File: config.mk
export PLATFORM = sky130hd
export DESIGN_NAME = m3ar_autorange
export DESIGN_NICKNAME = d
export VERILOG_FILES = /design/src/rtl/m3ar_pkg.sv /design/src/rtl/m3ar_cal_if.sv /design/src/rtl/m3ar_autorange.sv /design/src/rtl/m3ar_cal_unit.sv
export VERILOG_INCLUDE_DIRS = /design/src /design/src/rtl
export SDC_FILE = /design/constraint.sdc
export NUM_CORES = 1
export LEC_CHECK = 0
export BUFFER_PORTS_ARGS = -buffer_cell sky130_fd_sc_hd__buf_2
export CORE_MARGIN = 2
export CORE_UTILIZATION = 47
export CTS_CLUSTER_DIAMETER = 120
export CTS_CLUSTER_SIZE = 10
export DETAILED_ROUTE_END_ITERATION = 10
export PLACE_DENSITY_LB_ADDON = 0.05
export REMOVE_ABC_BUFFERS = 1
export SYNTH_ARGS = -nofsm -noshare
export SYNTH_HDL_FRONTEND = slang
export SYNTH_HIERARCHICAL = 1
export SYNTH_SLANG_ARGS = --single-unit
File: constraint.sdc
create_clock -name mclk -period 8.5 [get_ports mclk]
set_input_delay 0 -clock mclk [delete_from_list [all_inputs] [get_ports mclk]]
set_output_delay 0 -clock mclk [all_outputs]
set_load 0.02 [all_outputs]
File: src/rtl/m3ar_cfg.svh
// Register offsets, field positions, reset values and range thresholds for the receive-power auto-ranger
`ifndef M3AR_CFG_SVH
`define M3AR_CFG_SVH

`define M3AR_ADDR_RESULT_HI   8'h68
`define M3AR_ADDR_RESULT_LO   8'h69
`define M3AR_ADDR_UPDATE      8'h6F
`define M3AR_ADDR_CONFIG      8'h8B
`define M3AR_ADDR_SHIFT       8'h8F
`define M3AR_ADDR_FGAIN_HI    8'h98
`define M3AR_ADDR_FGAIN_LO    8'h99
`define M3AR_ADDR_CGAIN_HI    8'h9C
`define M3AR_ADDR_CGAIN_LO    8'h9D
`define M3AR_ADDR_FOFS_HI     8'hA8
`define M3AR_ADDR_FOFS_LO     8'hA9
`define M3AR_ADDR_COFS_HI     8'hAC
`define M3AR_ADDR_COFS_LO     8'hAD

`define M3AR_UPD_RANGE_BIT    2
`define M3AR_UPD_NEW_BIT      3
`define M3AR_CFG_FF_BIT       0
`define M3AR_CFG_FC_BIT       1
`define M3AR_SHIFT_MSB        6
`define M3AR_SHIFT_LSB        4

`define M3AR_RESET_BYTE       8'h00
`define M3AR_RESET_WORD       16'h0000

`define M3AR_CHANNEL_FIRST    3'h0
`define M3AR_CHANNEL_LAST     3'h5
`define M3AR_CHANNEL_RX       3'h4

`define M3AR_FINE_MAX_0       16'hFFF8
`define M3AR_FINE_MAX_1       16'h7FFC
`define M3AR_FINE_MAX_2       16'h3FFE
`define M3AR_FINE_MAX_3       16'h1FFF
`define M3AR_FINE_MAX_4       16'h0FFF
`define M3AR_FINE_MAX_5       16'h07FF
`define M3AR_FINE_MAX_6       16'h03FF
`define M3AR_FINE_MAX_7       16'h01FF

`define M3AR_COARSE_MIN_0     16'hF000
`define M3AR_COARSE_MIN_1     16'h7800
`define M3AR_COARSE_MIN_2     16'h3C00
`define M3AR_COARSE_MIN_3     16'h1E00
`define M3AR_COARSE_MIN_4     16'h0F00
`define M3AR_COARSE_MIN_5     16'h0780
`define M3AR_COARSE_MIN_6     16'h03C0
`define M3AR_COARSE_MIN_7     16'h01E0

`endif

File: src/rtl/m3ar_pkg.sv
// Types shared by the receive-power auto-ranger
package m3ar_pkg;
	typedef logic [15:0] m3ar_word_t;
	typedef logic [7:0]  m3ar_byte_t;
	typedef logic [2:0]  m3ar_shift_t;
	typedef logic [2:0]  m3ar_chan_t;

	typedef enum logic [2:0] {
		ST_IDLE         = 3'b000,
		ST_START        = 3'b001,
		ST_WAIT         = 3'b010,
		ST_COARSE_START = 3'b011,
		ST_COARSE_WAIT  = 3'b100,
		ST_NEXT         = 3'b101
	} m3ar_state_t;
endpackage : m3ar_pkg

File: src/rtl/m3ar_cal_if.sv
// Interface between the sequencer and the shift and threshold unit
`timescale 1ns/1ps
interface m3ar_cal_if;
	import m3ar_pkg::*;
	m3ar_word_t  raw;
	m3ar_shift_t shiftCount;
	m3ar_word_t  fineValue;
	m3ar_word_t  fineMax;
	m3ar_word_t  coarseMin;

	modport host (output raw, output shiftCount, input fineValue, input fineMax, input coarseMin);
	modport unit (input raw, input shiftCount, output fineValue, output fineMax, output coarseMin);
endinterface : m3ar_cal_if

File: src/rtl/m3ar_autorange.sv
// Round-robin conversion sequencer with dual-range auto-ranging for the receive-power channel
// Summary of operation
// - Convert all channels round-robin after reset.
// - Receive slot starts with fine conversion, shifted.
// - Same slot decides fine report or coarse conversion.
// - Coarse uses coarse gain, offset, no shift.
// - Fine uses fine gain, offset, 3-bit shift.
// - Fine maximum threshold indexed by shift count.
// - Coarse minimum threshold indexed by shift count.
// - Hysteresis prevents chatter near range boundary.
// - Either range writes the same result register.
// - Range indicator bit shows latest reported range.
// - Both force bits reset zero: auto-ranging on.
// - Force-fine alone disables auto-ranging.
// - Disabled means plain fine conversion with shift.
// - Either force bit alone locks fine or coarse range.
// - Shift applied before storing fine result.
`timescale 1ns/1ps
`include "m3ar_cfg.svh"
module m3ar_autorange (
	input  wire logic                mclk,
	input  wire logic                reset_n,
	input  wire m3ar_pkg::m3ar_byte_t regAddr,
	input  wire logic                regWrEn,
	input  wire m3ar_pkg::m3ar_byte_t regWrData,
	output      m3ar_pkg::m3ar_byte_t regRdData,
	output      logic                adcStart,
	output      m3ar_pkg::m3ar_chan_t adcChannel,
	output      m3ar_pkg::m3ar_word_t adcGain,
	output      m3ar_pkg::m3ar_word_t adcOffset,
	input  wire logic                adcDone,
	input  wire m3ar_pkg::m3ar_word_t adcResult
);
	import m3ar_pkg::*;

	logic        rstMeta_r;
	logic        rstSync_r;
	m3ar_state_t state_r;
	m3ar_state_t state_nxt;
	m3ar_chan_t  slot_r;
	m3ar_chan_t  slot_nxt;
	m3ar_word_t  fineHold_r;
	m3ar_word_t  fineHold_nxt;
	m3ar_word_t  result_r;
	m3ar_word_t  result_nxt;
	logic        rangeCoarse_r;
	logic        rangeCoarse_nxt;
	logic        report;
	m3ar_byte_t  config_r;
	m3ar_byte_t  shiftReg_r;
	m3ar_word_t  fineGain_r;
	m3ar_word_t  coarseGain_r;
	m3ar_word_t  fineOfs_r;
	m3ar_word_t  coarseOfs_r;
	logic        newFlag_r;
	m3ar_byte_t  config_nxt;
	m3ar_byte_t  shiftReg_nxt;
	m3ar_word_t  fineGain_nxt;
	m3ar_word_t  coarseGain_nxt;
	m3ar_word_t  fineOfs_nxt;
	m3ar_word_t  coarseOfs_nxt;

	m3ar_cal_if cal ();

	m3ar_cal_unit calUnit (
		.cal (cal.unit)
	);

	// Reset release through two flops
	always_ff @(posedge mclk or negedge reset_n) begin
		if (!reset_n) begin
			rstMeta_r <= 1'b0;
			rstSync_r <= 1'b0;
		end else begin
			rstMeta_r <= 1'b1;
			rstSync_r <= rstMeta_r;
		end
	end

	// Mode decode from the force bits of the configuration register, which reset clears to zero
	wire forceFine   = config_r[`M3AR_CFG_FF_BIT] & ~config_r[`M3AR_CFG_FC_BIT];
	wire forceCoarse = config_r[`M3AR_CFG_FC_BIT] & ~config_r[`M3AR_CFG_FF_BIT];
	wire autoRange   = ~forceFine & ~forceCoarse;

	wire isRxSlot    = (slot_r == `M3AR_CHANNEL_RX);
	wire coarsePhase = (state_r == ST_COARSE_START) || (state_r == ST_COARSE_WAIT);

	assign cal.raw        = adcResult;
	assign cal.shiftCount = shiftReg_r[`M3AR_SHIFT_MSB:`M3AR_SHIFT_LSB];

	// Hysteresis: after a fine report only a fine value at its maximum calls for a coarse conversion,
	// and that coarse result is reported as it stands. After a coarse report every receive slot converts coarse
	// again and keeps it while the raw coarse value stays at or above the coarse minimum; below it the
	// fine value held from the start of the slot is reported. A forced range bypasses both tests.
	wire fineAtMax   = (cal.fineValue >= cal.fineMax);
	wire needCoarse  = forceCoarse | (autoRange & (rangeCoarse_r | fineAtMax));
	wire coarseValid = (adcResult >= cal.coarseMin);
	wire keepCoarse  = forceCoarse | ~rangeCoarse_r | coarseValid;

	assign adcStart   = (state_r == ST_START) || (state_r == ST_COARSE_START);
	assign adcChannel = slot_r;
	assign adcGain    = coarsePhase ? coarseGain_r : fineGain_r;
	assign adcOffset  = coarsePhase ? coarseOfs_r : fineOfs_r;

	always_comb begin
		state_nxt       = state_r;
		slot_nxt        = slot_r;
		fineHold_nxt    = fineHold_r;
		result_nxt      = result_r;
		rangeCoarse_nxt = rangeCoarse_r;
		report          = 1'b0;
		unique case (state_r)
			ST_IDLE: begin
				state_nxt = ST_START;
			end
			ST_START: begin
				state_nxt = ST_WAIT;
			end
			ST_WAIT: begin
				if (adcDone) begin
					if (!isRxSlot) begin
						state_nxt = ST_NEXT;
					end else if (needCoarse) begin
						fineHold_nxt = cal.fineValue;
						state_nxt    = ST_COARSE_START;
					end else begin
						result_nxt      = cal.fineValue;
						rangeCoarse_nxt = 1'b0;
						report          = 1'b1;
						state_nxt       = ST_NEXT;
					end
				end
			end
			ST_COARSE_START: begin
				state_nxt = ST_COARSE_WAIT;
			end
			ST_COARSE_WAIT: begin
				if (adcDone) begin
					report    = 1'b1;
					state_nxt = ST_NEXT;
					if (keepCoarse) begin
						result_nxt      = adcResult;
						rangeCoarse_nxt = 1'b1;
					end else begin
						result_nxt      = fineHold_r;
						rangeCoarse_nxt = 1'b0;
					end
				end
			end
			ST_NEXT: begin
				slot_nxt  = (slot_r == `M3AR_CHANNEL_LAST) ? `M3AR_CHANNEL_FIRST : slot_r + 3'h1;
				state_nxt = ST_START;
			end
			default: begin
				state_nxt = ST_IDLE;
			end
		endcase
	end

	// Sequencer position
	always_ff @(posedge mclk or negedge rstSync_r) begin
		if (!rstSync_r) begin
			state_r <= ST_IDLE;
			slot_r  <= `M3AR_CHANNEL_FIRST;
		end else begin
			state_r <= state_nxt;
			slot_r  <= slot_nxt;
		end
	end

	// Reported result, fine value held across a coarse conversion, and the range used
	always_ff @(posedge mclk or negedge rstSync_r) begin
		if (!rstSync_r) begin
			fineHold_r    <= `M3AR_RESET_WORD;
			result_r      <= `M3AR_RESET_WORD;
			rangeCoarse_r <= 1'b0;
		end else begin
			fineHold_r    <= fineHold_nxt;
			result_r      <= result_nxt;
			rangeCoarse_r <= rangeCoarse_nxt;
		end
	end

	// Register write decode
	wire wrConfig  = regWrEn && (regAddr == `M3AR_ADDR_CONFIG);
	wire wrShift   = regWrEn && (regAddr == `M3AR_ADDR_SHIFT);
	wire wrUpdate  = regWrEn && (regAddr == `M3AR_ADDR_UPDATE);
	wire wrFGainHi = regWrEn && (regAddr == `M3AR_ADDR_FGAIN_HI);
	wire wrFGainLo = regWrEn && (regAddr == `M3AR_ADDR_FGAIN_LO);
	wire wrCGainHi = regWrEn && (regAddr == `M3AR_ADDR_CGAIN_HI);
	wire wrCGainLo = regWrEn && (regAddr == `M3AR_ADDR_CGAIN_LO);
	wire wrFOfsHi  = regWrEn && (regAddr == `M3AR_ADDR_FOFS_HI);
	wire wrFOfsLo  = regWrEn && (regAddr == `M3AR_ADDR_FOFS_LO);
	wire wrCOfsHi  = regWrEn && (regAddr == `M3AR_ADDR_COFS_HI);
	wire wrCOfsLo  = regWrEn && (regAddr == `M3AR_ADDR_COFS_LO);

	// Writing zero to the new-result flag clears it; a report in the same cycle wins
	wire newFlagClr = wrUpdate && !regWrData[`M3AR_UPD_NEW_BIT];

	// Configuration and shift bytes are stored whole
	assign config_nxt   = wrConfig ? regWrData : config_r;
	assign shiftReg_nxt = wrShift ? regWrData : shiftReg_r;

	always_ff @(posedge mclk or negedge rstSync_r) begin
		if (!rstSync_r) begin
			config_r <= `M3AR_RESET_BYTE;
		end else begin
			config_r <= config_nxt;
		end
	end

	always_ff @(posedge mclk or negedge rstSync_r) begin
		if (!rstSync_r) begin
			shiftReg_r <= `M3AR_RESET_BYTE;
		end else begin
			shiftReg_r <= shiftReg_nxt;
		end
	end

	always_ff @(posedge mclk or negedge rstSync_r) begin
		if (!rstSync_r) begin
			newFlag_r <= 1'b0;
		end else if (report) begin
			newFlag_r <= 1'b1;
		end else if (newFlagClr) begin
			newFlag_r <= 1'b0;
		end
	end

	// Calibration words take each byte on its own write; there is no atomic latch of the pair
	assign fineGain_nxt   = {wrFGainHi ? regWrData : fineGain_r[15:8], wrFGainLo ? regWrData : fineGain_r[7:0]};
	assign coarseGain_nxt = {wrCGainHi ? regWrData : coarseGain_r[15:8], wrCGainLo ? regWrData : coarseGain_r[7:0]};
	assign fineOfs_nxt    = {wrFOfsHi ? regWrData : fineOfs_r[15:8], wrFOfsLo ? regWrData : fineOfs_r[7:0]};
	assign coarseOfs_nxt  = {wrCOfsHi ? regWrData : coarseOfs_r[15:8], wrCOfsLo ? regWrData : coarseOfs_r[7:0]};

	always_ff @(posedge mclk or negedge rstSync_r) begin
		if (!rstSync_r) begin
			fineGain_r <= `M3AR_RESET_WORD;
		end else begin
			fineGain_r <= fineGain_nxt;
		end
	end

	always_ff @(posedge mclk or negedge rstSync_r) begin
		if (!rstSync_r) begin
			coarseGain_r <= `M3AR_RESET_WORD;
		end else begin
			coarseGain_r <= coarseGain_nxt;
		end
	end

	always_ff @(posedge mclk or negedge rstSync_r) begin
		if (!rstSync_r) begin
			fineOfs_r <= `M3AR_RESET_WORD;
		end else begin
			fineOfs_r <= fineOfs_nxt;
		end
	end

	always_ff @(posedge mclk or negedge rstSync_r) begin
		if (!rstSync_r) begin
			coarseOfs_r <= `M3AR_RESET_WORD;
		end else begin
			coarseOfs_r <= coarseOfs_nxt;
		end
	end

	// Status byte holds the range indicator and the new-result flag
	wire [7:0] updateByte = ({7'h00, rangeCoarse_r} << `M3AR_UPD_RANGE_BIT)
	                      | ({7'h00, newFlag_r} << `M3AR_UPD_NEW_BIT);

	// Read address decode; unmapped addresses read as zero
	wire rdResultHi = (regAddr == `M3AR_ADDR_RESULT_HI);
	wire rdResultLo = (regAddr == `M3AR_ADDR_RESULT_LO);
	wire rdUpdate   = (regAddr == `M3AR_ADDR_UPDATE);
	wire rdConfig   = (regAddr == `M3AR_ADDR_CONFIG);
	wire rdShift    = (regAddr == `M3AR_ADDR_SHIFT);
	wire rdFGainHi  = (regAddr == `M3AR_ADDR_FGAIN_HI);
	wire rdFGainLo  = (regAddr == `M3AR_ADDR_FGAIN_LO);
	wire rdCGainHi  = (regAddr == `M3AR_ADDR_CGAIN_HI);
	wire rdCGainLo  = (regAddr == `M3AR_ADDR_CGAIN_LO);
	wire rdFOfsHi   = (regAddr == `M3AR_ADDR_FOFS_HI);
	wire rdFOfsLo   = (regAddr == `M3AR_ADDR_FOFS_LO);
	wire rdCOfsHi   = (regAddr == `M3AR_ADDR_COFS_HI);
	wire rdCOfsLo   = (regAddr == `M3AR_ADDR_COFS_LO);

	assign regRdData =
		rdResultHi ? result_r[15:8] :
		rdResultLo ? result_r[7:0] :
		rdUpdate   ? updateByte :
		rdConfig   ? config_r :
		rdShift    ? shiftReg_r :
		rdFGainHi  ? fineGain_r[15:8] :
		rdFGainLo  ? fineGain_r[7:0] :
		rdCGainHi  ? coarseGain_r[15:8] :
		rdCGainLo  ? coarseGain_r[7:0] :
		rdFOfsHi   ? fineOfs_r[15:8] :
		rdFOfsLo   ? fineOfs_r[7:0] :
		rdCOfsHi   ? coarseOfs_r[15:8] :
		rdCOfsLo   ? coarseOfs_r[7:0] :
		`M3AR_RESET_BYTE;
endmodule : m3ar_autorange

File: src/rtl/m3ar_cal_unit.sv
// Right-shift of the fine result and hysteresis thresholds for the current shift count
`timescale 1ns/1ps
`include "m3ar_cfg.svh"
module m3ar_cal_unit (
	m3ar_cal_if.unit cal
);
	import m3ar_pkg::*;

	assign cal.fineValue = cal.raw >> cal.shiftCount;

	always_comb begin
		unique case (cal.shiftCount)
			3'h0: begin
				cal.fineMax   = `M3AR_FINE_MAX_0;
				cal.coarseMin = `M3AR_COARSE_MIN_0;
			end
			3'h1: begin
				cal.fineMax   = `M3AR_FINE_MAX_1;
				cal.coarseMin = `M3AR_COARSE_MIN_1;
			end
			3'h2: begin
				cal.fineMax   = `M3AR_FINE_MAX_2;
				cal.coarseMin = `M3AR_COARSE_MIN_2;
			end
			3'h3: begin
				cal.fineMax   = `M3AR_FINE_MAX_3;
				cal.coarseMin = `M3AR_COARSE_MIN_3;
			end
			3'h4: begin
				cal.fineMax   = `M3AR_FINE_MAX_4;
				cal.coarseMin = `M3AR_COARSE_MIN_4;
			end
			3'h5: begin
				cal.fineMax   = `M3AR_FINE_MAX_5;
				cal.coarseMin = `M3AR_COARSE_MIN_5;
			end
			3'h6: begin
				cal.fineMax   = `M3AR_FINE_MAX_6;
				cal.coarseMin = `M3AR_COARSE_MIN_6;
			end
			3'h7: begin
				cal.fineMax   = `M3AR_FINE_MAX_7;
				cal.coarseMin = `M3AR_COARSE_MIN_7;
			end
		endcase
	end
endmodule : m3ar_cal_unit

==> flow_metrics.py, run 1 <==
metrics = {
    "outcome": {
        "outcome": "finished clean",
    },
    "sta": {
        "max_slew_margin_pct": 10.52,
        "whs_ns": 0.01824,
        "skew_ns": 0.006959,
        "rsz0062_at_grt": "no",
        "finalSetupViolCount": 0,
        "finalHoldViolations": 0,
        "finalCritPeriodShare_pct": 48.12,
        "setup-tns-final_ns": 0,
        "worstMarginPinSlew_ns": 1.342,
        "timing.fmax_mhz": 244.5,
        "slew_viol_final": 0,
        "finalCriticalPeriod_ns": 4.090,
    },
    "worst_setup_path": {
        "path_cells": "nor2b_1 > a2111oi_0 > a221oi_1 > ha_1 > nand2_1 > a2111oi_2 > nand3_1 > o21ai_2 > o221ai_1",
        "crit_fanout": 34,
        "critPathLaunchType": "flop",
        "cp_data_arrival_time_ns": 4.31,
        "timing.rr.start": "shiftReg_r[5]$_DFFE_PN0P_",
        "critPathMaxStageDelay_ns": 1.03,
        "required_ns": 8.72,
        "crit_type": "reg -> reg",
        "cp_slowest_cell": "dfrtp_1",
        "regToRegEndpoint": "result_r[15]$_DFFE_PN0P_",
        "reg2reg_depth": 9,
        "reg2reg_slack_ns": 4.41,
        "worstSetupEndpointType": "flop",
    },
    "cts": {
        "cts-root-buf": "clkbuf_16",
        "cts_tree": "yes",
        "worstSkewPairLatency_ns": 0.42,
        "cts_buffers": 17,
        "clock_path_buffers": 2,
        "path_clk_slew_ns": 0.06,
        "clock-sinks": 122,
        "h-tree-depth": 4,
    },
    "yosys": {
        "yosys.area_share.simple_pct": 10.42,
        "synth_ff_type": "dfrtp_1",
        "muxShareOfSynthArea_pct": 26.92,
        "synth-async-reset-ratio_pct": 100.0,
        "synth_seq_cells": 122,
        "synth.avg_cell_area_sq_um": 10.84,
        "syn_inst": 751,
        "ys_warn_count": 6,
        "synth_top_family_by_area": "multiplexers",
        "synth_xor_area_share_pct": 0.2152,
        "synthAdderAreaFrac_pct": 5.686,
        "syn_area_sq_mm": 0.008142,
        "synth_edf_count": 0,
        "yosysSeqAreaShare_pct": 37.50,
        "synth_cell_types": 70,
        "synth-compound-area-share_pct": 11.48,
    },
    "pwr": {
        "p_leak_nw": 4.637,
        "swShare_pct": 32.08,
        "cellPowerDensity_mw_per_mm2": 205.0,
        "peakVddDrop_mv": 0.1240,
        "power.internal_mw": 1.282,
        "p_clk_share_pct": 35.7,
        "seqPwrFrac_pct": 39.3,
        "power_frac_comb_pct": 25.0,
        "p_switching_uw": 605.7,
    },
    "detailed_routing": {
        "first_iter_violations": 459,
        "ant_nets": 0,
        "routedWlPerCell_um": 20.34,
        "drt_wl_total_um": 21420,
        "vias": 6048,
        "drc": 0,
        "dr.pass1.iters": 5,
        "vias_per_cell": 5.744,
    },
    "placement": {
        "place.gp.congestion": 0.9199,
        "hpwlAfterDp_um": 15640,
        "io_buffer_count": 79,
        "dp_cells": 1008,
    },
    "finish": {
        "final_cell_mix": "dfrtp_1 (121), mux2_2 (118), buf_2 (79)",
        "fin_nets": 888,
        "final_common_cell": "dfrtp_1",
        "layout-drive-gt1-share_pct": 33.33,
        "fillCellCount": 1600,
        "num_antenna_cells": 0,
        "final_cells": 1053,
        "area_growth_pct": 13.16,
    },
    "die": {
        "core-area_sq_mm": 0.01712,
        "initial_core_util_pct": 47.57,
        "row_count": 48,
        "ios": 80,
        "die-area_sq_mm": 0.01839,
        "dieHeight_um": 135.6,
        "die_w_um": 135.6,
    },
    "min_path": {
        "holdPathStages": 2,
        "min_from": "regWrData[4]",
        "hold_end": "coarseOfs_r[12]$_DFFE_PN0P_",
        "hp-class": "in -> reg",
    },
    "grt": {
        "grt_pass1_wl_um": 34060,
        "antenna_found_initial": 0,
        "grt_overflow_total": 0,
        "grt_pass1_vias": 6207,
        "track_usage_pct": 24.16,
        "grt_max_degree": 73,
    },
    "job": {
        "drv_cap": 0,
    },
}
## power by group through the flow
| stage | sequential, mW | clock, mW | combinational [mW] |
|---|---|---|---|
| after floorplan | 0.736 | 0 | 0.325 |
| after global placement | 0.749 | 0 | 0.458 |
| after detailed placement | 0.752 | 0 | 0.470 |
| after CTS | 0.743 | 0.683 | 0.478 |
| after global routing | 0.754 | 0.714 | 0.519 |
| final | 0.743 | 0.674 | 0.472 |
## final cells by class
class / instances / area (sq um) / area share, %
inverters: 63 / 236.5 / 2.567
flip-flops and latches: 122 / 3057 / 33.18
multi-input cells: 514 / 4527 / 49.14
repair buffers: 97 / 563.0 / 6.112
clock inverters: 12 / 101.3 / 1.100
clock buffers: 20 / 446.7 / 4.849
well taps: 225 / 281.5 / 3.056
## routing by layer
| layer | GRT usage, % | vias up | routed length, um |
|---|---|---|---|
| li1 | - | 2859 | - |
| met1 | 31.43 | 3017 | 9512 |
| met2 | 40.07 | 142 | 10570 |
| met3 | 4.302 | 30 | 736 |
| met4 | 9.433 | 0 | 597 |
| met5 | 0 | - | 0 |
## worst max-delay path, delay by kind of cell, from the launching register on
family | cells | cell delay (ns)
flip-flops | 1 | 1.03
AND/OR/NAND/NOR | 3 | 0.33
adder cells (fa/ha/maj) | 1 | 0.33
AO/OA/AOI/OAI | 5 | 2.19
## per-stage QoR
stage | area [sq um] | setup slack, ns | power, mW | utilization, %
5_1_grt | 9213 | 3.939 | 1.986 | 53.82
6_report | 9213 | 4.410 | 1.888 | 53.82
3_5_place_dp | 8534 | 4.413 | 1.223 | 49.86
3_3_place_gp | 8534 | 4.571 | 1.207 | 49.86
2_1_floorplan | 7790 | 4.498 | 1.061 | -
4_1_cts | 9213 | 4.402 | 1.903 | 53.82
## worst max-delay path by stage
stage,startpoint,endpoint,slack [ns],depth (start not counted)
floorplan,shiftReg_r[4]$_DFFE_PN0P_,result_r[15]$_DFFE_PN0P_,4.50,9
global placement,shiftReg_r[5]$_DFFE_PN0P_,result_r[15]$_DFFE_PN0P_,4.57,9
detailed placement,shiftReg_r[5]$_DFFE_PN0P_,result_r[15]$_DFFE_PN0P_,4.41,9
CTS,shiftReg_r[5]$_DFFE_PN0P_,result_r[15]$_DFFE_PN0P_,4.40,9
global route,shiftReg_r[5]$_DFFE_PN0P_,result_r[15]$_DFFE_PN0P_,3.94,9
finish,shiftReg_r[5]$_DFFE_PN0P_,result_r[15]$_DFFE_PN0P_,4.41,9
## timing repair
item	4_1_cts	5_1_grt
buffers inserted	0	0
endpoints found under the hold margin	63	0
gates resized for setup	0	0
hold buffers	13	0
## state kept, by name, indices dropped and copies added (netlist names), 3 cells and up
| register | cells |
|---|---|
| config_r | 8 |
| fineOfs_r | 16 |
| fineHold_r | 16 |
| coarseGain_r | 16 |
| shiftReg_r | 8 |
| coarseOfs_r | 16 |
| result_r | 16 |
| fineGain_r | 16 |
| state_r | 3 |
| adcChannel | 3 |
## cells by family (layout without fill, tap and decap cells)
family | Yosys count | after routing
flip-flops | 122 | 122
AND/OR/NAND/NOR | 148 | 148
other | 3 | 12
XOR/XNOR | 2 | 2
multiplexers | 189 | 189
AO/OA/AOI/OAI | 126 | 126
adder cells (fa/ha/maj) | 37 | 37
buffers and inverters | 124 | 192
## cells in the mapped netlist (11+ instances only)
master    count  area share (%)
a21oi_1      23             1.4
a22oi_1      13             1.2
buf_2        14            0.86
buf_4        21             1.9
clkbuf_1     11            0.51
dfrtp_1     122              37
ha_1         37             5.7
inv_1        61             2.8
mux2_2      118              16
mux2_4       18             3.3
mux2i_1      39             4.8
nand2_1      44             2.0
nand3_1      32             2.0
nor2_1       12            0.55
o21ai_0      11            0.68
o221ai_1     19             2.0
Note: power is estimated with default switching activity, not from simulation.
==> inputs of run 2 (changes only) <==
==> constraint.sdc (replaced) <==
create_clock -name mclk -period 3.9 [get_ports mclk]
set_input_delay 0 -clock mclk [delete_from_list [all_inputs] [get_ports mclk]]
set_output_delay 0 -clock mclk [all_outputs]
set_load 0.02 [all_outputs]
==> flow_metrics.py, run 2 (synthesis gave the netlist of run 1 again) <==
metrics = {
    "outcome": {
        "outcome": "finished clean",
    },
    "finish": {
        "num_antenna_cells": 0,
        "fin_nets": 893,
        "final_common_cell": "dfrtp_1",
        "layout-drive-gt1-share_pct": 34.09,
        "fin_area_sq_mm": 0.009310,
        "final_cell_mix": "dfrtp_1 (121), mux2_2 (118), buf_2 (79)",
        "area_growth_pct": 14.35,
    },
    "grt": {
        "track_usage_pct": 23.86,
        "grt_max_degree": 45,
        "grt_util_met3_pct": 4.190,
        "grt_busiest_layer": "met2",
        "antenna_found_initial": 0,
        "grt_use_met1_pct": 30.96,
        "grt_overflow_total": 0,
        "grtUsageMet2_pct": 40.12,
        "grt_pass1_wl_um": 33510,
        "grt_pass1_vias": 6136,
    },
    "cts": {
        "cts_tree": "yes",
        "worstSkewPairLatency_ns": 0.42,
        "path_clk_slew_ns": 0.06,
        "clock_path_buffers": 2,
        "cts_buffers": 17,
        "clock-sinks": 122,
        "cts-root-buf": "clkbuf_16",
        "h-tree-depth": 4,
        "cts_resized": 0,
    },
    "detailed_routing": {
        "drt_wl_total_um": 21370,
        "ant_nets": 0,
        "first_iter_violations": 419,
        "dr.pass1.iters": 5,
        "vias_per_cell": 5.776,
        "vias": 6111,
        "routedWlPerCell_um": 20.20,
        "drc": 0,
    },
    "sta": {
        "skew_ns": 0.01096,
        "finalSetupViolCount": 0,
        "rsz0062_at_grt": "no",
        "finalCriticalPeriod_ns": 3.471,
        "timing.fmax_mhz": 288.1,
        "max_slew_margin_pct": 23.84,
        "setup_ws_ns": 0.4285,
        "worstMarginPinSlew_ns": 1.140,
        "slew_viol_final": 0,
        "whs_ns": 0.003529,
        "finalHoldViolations": 0,
        "finalCritPeriodShare_pct": 89.01,
        "setup-tns-final_ns": 0,
    },
    "worst_setup_path": {
        "worstSetupEndpointType": "flop",
        "cp_data_arrival_time_ns": 3.70,
        "cp_slowest_cell": "dfrtp_1",
        "critPathMaxStageDelay_ns": 0.75,
        "critical-path-top-delay-family": "compound AO/OA/AOI/OAI gates",
        "critPathBufInv": 2,
        "crit_type": "reg -> reg",
        "path_cells": "buf_4 > mux2i_1 > o21a_1 > nor2_1 > ha_1 > a21oi_1 > o21bai_1 > a2111oi_0 > o21ai_2 > buf_4 > nand3_1 > o221ai_1",
        "crit_fanout": 34,
        "required_ns": 4.13,
        "critPathLaunchType": "flop",
        "critical_path.most_common_cell": "buf_4",
    },
    "placement": {
        "placed_area_sq_mm": 0.008620,
        "hpwlAfterDp_um": 15750,
        "io_buffer_count": 79,
        "dp_worst_setup_slack_ns": 0.4881,
        "place.gp.congestion": 0.8163,
    },
    "die": {
        "dieHeight_um": 135.6,
        "row_count": 48,
        "initial_core_util_pct": 47.57,
        "die-area_sq_mm": 0.01839,
        "ios": 80,
        "core-area_sq_mm": 0.01712,
        "die_w_um": 135.6,
    },
    "pwr": {
        "cellPowerDensity_mw_per_mm2": 454.4,
        "p_leak_nw": 4.701,
        "peakVddDrop_mv": 0.2789,
        "power_mw": 4.230,
    },
    "min_path": {
        "hp-class": "in -> reg",
    },
    "job": {
        "drv_cap": 0,
    },
}
## run 2: changes by cell type in the layout (fill, tap and decap cells not counted), sizes merged
cell         delta
clkinvlp        -3
bufinv          +1
dlygate4sd3     -3
inv             +1
clkbuf          +2
buf             +8
clkinv          -1
## run 2: what timing repair did
action	4_1_cts	5_1_grt
setup buffers	0	0
endpoints found under the hold margin	60	0
endpoints found under the setup margin	0	0
hold buffers	10	0
## run 2: routing by layer
metal	share of wire (%)	up-vias
li1	-	2860
met1	46	3073
met2	49	149
met3	3.4	29
met4	2.0	0
met5	0	-
## run 2: final timing paths
kind	startpoint	endpoint	slack (ns)	cells past startpoint
worst max register to register	shiftReg_r[5]$_DFFE_PN0P_	result_r[0]$_DFFE_PN0P_	0.43	12
min in group asynchronous	rstSync_r$_DFF_PN0_	coarseGain_r[0]$_DFFE_PN0P_	0.33	0
worst min register to register	rstSync_r$_DFF_PN0_	coarseGain_r[0]$_DFFE_PN0P_	0.33	0
worst min-delay path	adcResult[1]	result_r[1]$_DFFE_PN0P_	0.004	3
max in group asynchronous	rstSync_r$_DFF_PN0_	fineHold_r[5]$_DFFE_PN0P_	2.57	1
worst max-delay path	shiftReg_r[5]$_DFFE_PN0P_	result_r[0]$_DFFE_PN0P_	0.43	12
## run 2: final cells by class
class	count	area (sq um)
flip-flops and latches	122	3057
multi-input cells	514	4527
well taps	225	281.5
clock inverters	10	116.4
clock buffers	22	474.2
repair buffers	102	618.1
fillers	1550	7806
inverters	63	236.5
## run 2: per-stage QoR
step	instances	util (%)
6_report	1058	54.39
3_5_place_dp	1016	50.36
2_1_floorplan	699	-
3_3_place_gp	1016	50.36
4_1_cts	1058	54.39
5_1_grt	1058	54.39
## run 2: worst register-to-register path: cells and delay by family, from the launching register on
kind / cells / cell delay, ns
buf+inv: 2 / 0.55
flops: 1 / 0.75
compound gates: 6 / 1.19
fa+ha+maj: 1 / 0.30
mux: 1 / 0.10
simple gates: 2 / 0.39
## run 2: power by group
part | switching, mW | internal [mW] | leakage (nW)
logic | 0.567 | 0.475 | 2.77
clock network | 0.575 | 0.991 | 0.286
registers | 0.178 | 1.44 | 1.65
total | 1.32 | 2.91 | 4.70
==> inputs of run 3 (changes only) <==
--- a/config.mk
+++ b/config.mk
@@ -6,6 +6,7 @@
 export SDC_FILE = /design/constraint.sdc
 export NUM_CORES = 1
 export LEC_CHECK = 0
+export ABC_AREA = 1
 export BUFFER_PORTS_ARGS = -buffer_cell sky130_fd_sc_hd__buf_2
 export CORE_MARGIN = 2
 export CORE_UTILIZATION = 47
==> flow_metrics.py, run 3 <==
metrics = {
    "grt": {
        "grt_max_degree": 56,
        "track_usage_pct": 26.67,
        "antenna_found_initial": 0,
        "grt_overflow_total": 0,
        "grt_util_met3_pct": 4.503,
        "grt_pass1_wl_um": 40280,
        "grt_pass1_vias": 7554,
        "grt_busiest_layer": "met2",
        "grtUsageMet2_pct": 45.91,
        "grt_use_met1_pct": 34.34,
    },
    "finish": {
        "fin_nets": 1353,
        "seqCellArea_sq_mm": 0.003057,
        "layout-drive-gt1-share_pct": 15.85,
        "final_common_cell": "nand2_1",
        "final_cells": 1522,
        "num_antenna_cells": 0,
        "fillCellCount": 1845,
        "fin_util_pct": 53.38,
        "multi_input_comb_area_sq_mm": 0.004414,
        "final_cell_mix": "nand2_1 (440), inv_1 (156), dfrtp_1 (121)",
        "area_growth_pct": 12.40,
    },
    "worst_setup_path": {
        "cp_data_arrival_time_ns": 3.47,
        "crit_type": "reg -> reg",
        "worstSetupEndpointType": "flop",
        "reg2reg_depth": 16,
        "critPathLaunchType": "flop",
        "crit_fanout": 18,
        "required_ns": 4.21,
    },
    "sta": {
        "setup_ws_ns": 0.7407,
        "setup-tns-final_ns": 0,
        "finalHoldViolations": 0,
        "finalCriticalPeriod_ns": 3.159,
        "timing.fmax_mhz": 316.5,
        "slew_viol_final": 0,
        "skew_ns": 0.01167,
        "finalSetupViolCount": 0,
        "finalCritPeriodShare_pct": 81.01,
        "max_slew_margin_pct": 44.98,
        "whs_ns": 0.02201,
        "worstMarginPinSlew_ns": 0.8244,
        "rsz0062_at_grt": "no",
    },
    "yosys": {
        "syn_area_sq_mm": 0.008473,
        "synth.avg_cell_area_sq_um": 6.980,
        "synth-async-reset-ratio_pct": 100.0,
        "ys_warn_count": 6,
        "syn_inst": 1214,
        "synth_edf_count": 0,
        "yosysTopAreaCell": "dfrtp_1",
        "synth_top_area_share_pct": 36.03,
        "yosys-top-cells-area": "dfrtp_1 (36%), nand2_1 (19%), inv_1 (6.9%)",
        "yosysSeqAreaShare_pct": 36.03,
        "synth_ff_type": "dfrtp_1",
        "synth_cell_types": 43,
        "yosys-top-cells-count": "nand2_1 (440), inv_1 (156), dfrtp_1 (122), nand3_1 (93), o21ai_0 (91)",
        "synth_seq_cells": 122,
        "synth_most_common_cell": "nand2_1",
    },
    "cts": {
        "cts-root-buf": "clkbuf_16",
        "h-tree-depth": 4,
        "post_cts_buffers": 0,
        "cts_tree": "yes",
        "clock-sinks": 122,
        "cts_buffers": 17,
        "path_clk_slew_ns": 0.06,
        "clock_path_buffers": 2,
        "worstSkewPairLatency_ns": 0.42,
    },
    "pwr": {
        "cellPowerDensity_mw_per_mm2": 445.4,
        "p_leak_nw": 5.059,
        "peakVddDrop_mv": 0.3085,
    },
    "detailed_routing": {
        "dr.pass1.iters": 5,
        "ant_nets": 0,
        "drt_wl_total_um": 24490,
        "vias": 7776,
        "drc": 0,
        "first_iter_violations": 507,
        "vias_per_cell": 5.109,
        "routedWlPerCell_um": 16.09,
    },
    "min_path": {
        "hp-class": "in -> reg",
        "holdPathStages": 3,
    },
    "placement": {
        "hpwlAfterDp_um": 18010,
        "dp_worst_setup_slack_ns": 0.7577,
        "io_buffer_count": 79,
        "place.gp.congestion": 0.9333,
        "dp_cells": 1486,
    },
    "die": {
        "initial_core_util_pct": 47.49,
        "row_count": 49,
        "dieHeight_um": 138.3,
        "die_w_um": 138.3,
        "die-area_sq_mm": 0.01912,
        "ios": 80,
        "core-area_sq_mm": 0.01784,
    },
    "outcome": {
        "outcome": "finished clean",
    },
    "job": {
        "drv_cap": 0,
    },
}
-- run 3: kinds of logic (layout without fill, tap and decap cells) --
| kind of cell | Yosys count | count (layout) | share of synthesized area (%) |
|---|---|---|---|
| XOR/XNOR | 1 | 1 | 0.1034 |
| AND/OR/NAND/NOR | 678 | 678 | 36.72 |
| adder cells (fa/ha/maj) | 37 | 37 | 5.464 |
| flip-flops | 122 | 122 | 36.03 |
| AO/OA/AOI/OAI | 146 | 146 | 9.274 |
| other | 3 | 12 | 0.1329 |
| buffers and inverters | 227 | 297 | 12.27 |
-- run 3: where the power goes --
group / internal (mW) / switching (mW) / total (mW)
Clock: 0.962 / 0.612 / 1.57
Combinational: 0.340 / 0.791 / 1.13
Sequential: 1.41 / 0.130 / 1.54
-- run 3: final cells by class --
| class | count | share of cell area (%) |
|---|---|---|
| Inverter | 171 | 6.844 |
| Tap cell | 229 | 3.008 |
| Multi-Input combinational cell | 874 | 46.35 |
| Clock buffer | 19 | 4.651 |
| Sequential cell | 122 | 32.09 |
| Clock inverter | 13 | 1.485 |
| Timing Repair Buffer | 94 | 5.570 |
-- run 3: path summary, 6_finish.rpt --
check	startpoint	endpoint	slack, ns
max	shiftReg_r[5]$_DFFE_PN0P_	result_r[1]$_DFFE_PN0P_	0.74
min	regWrData[6]	config_r[6]$_DFFE_PN0P_	0.02
max reg2reg	shiftReg_r[5]$_DFFE_PN0P_	result_r[1]$_DFFE_PN0P_	0.74
min reg2reg	rstMeta_r$_DFF_PN0_	rstSync_r$_DFF_PN0_	0.35
max in group asynchronous	rstSync_r$_DFF_PN0_	fineOfs_r[12]$_DFFE_PN0P_	2.54
min in group asynchronous	rstSync_r$_DFF_PN0_	adcChannel[1]$_DFFE_PN0N_	0.39
-- run 3: what timing repair did --
item                                   CTS  global route
gates resized for setup                  0             0
endpoints found under the hold margin    4             0
hold buffers                             4             0
-- run 3: stage by stage --
step | area [sq um] | total power, mW
after CTS | 9524 | 4.263
after detailed placement | 8900 | 2.687
after global placement | 8900 | 2.685
final | 9524 | 4.242
after floorplan | 8119 | 2.278
after global routing | 9524 | 4.488
-- run 3: layer usage --
| metal | wire length, um | vias to the layer above |
|---|---|---|
| met5 | 0 | - |
| met4 | 694 | 0 |
| met3 | 981 | 41 |
| met2 | 12000 | 175 |
| met1 | 10820 | 3615 |
| li1 | - | 3945 |
-- run 3: critical path: stages, from the launching register on --
cell and delay, ns:
dfrtp_1 0.66, inv_4 0.21, nand3_1 0.16, nand3_1 0.08, nand2_1 0.21, ha_1 0.19, nand2_1 0.07, nor2_1 0.14
nor3b_1 0.45, nand2_1 0.11, nand4_1 0.14, nand2_1 0.10, nand3_2 0.09, nand2_4 0.09, buf_4 0.20, nand3_1 0.09
nand2_1 0.05
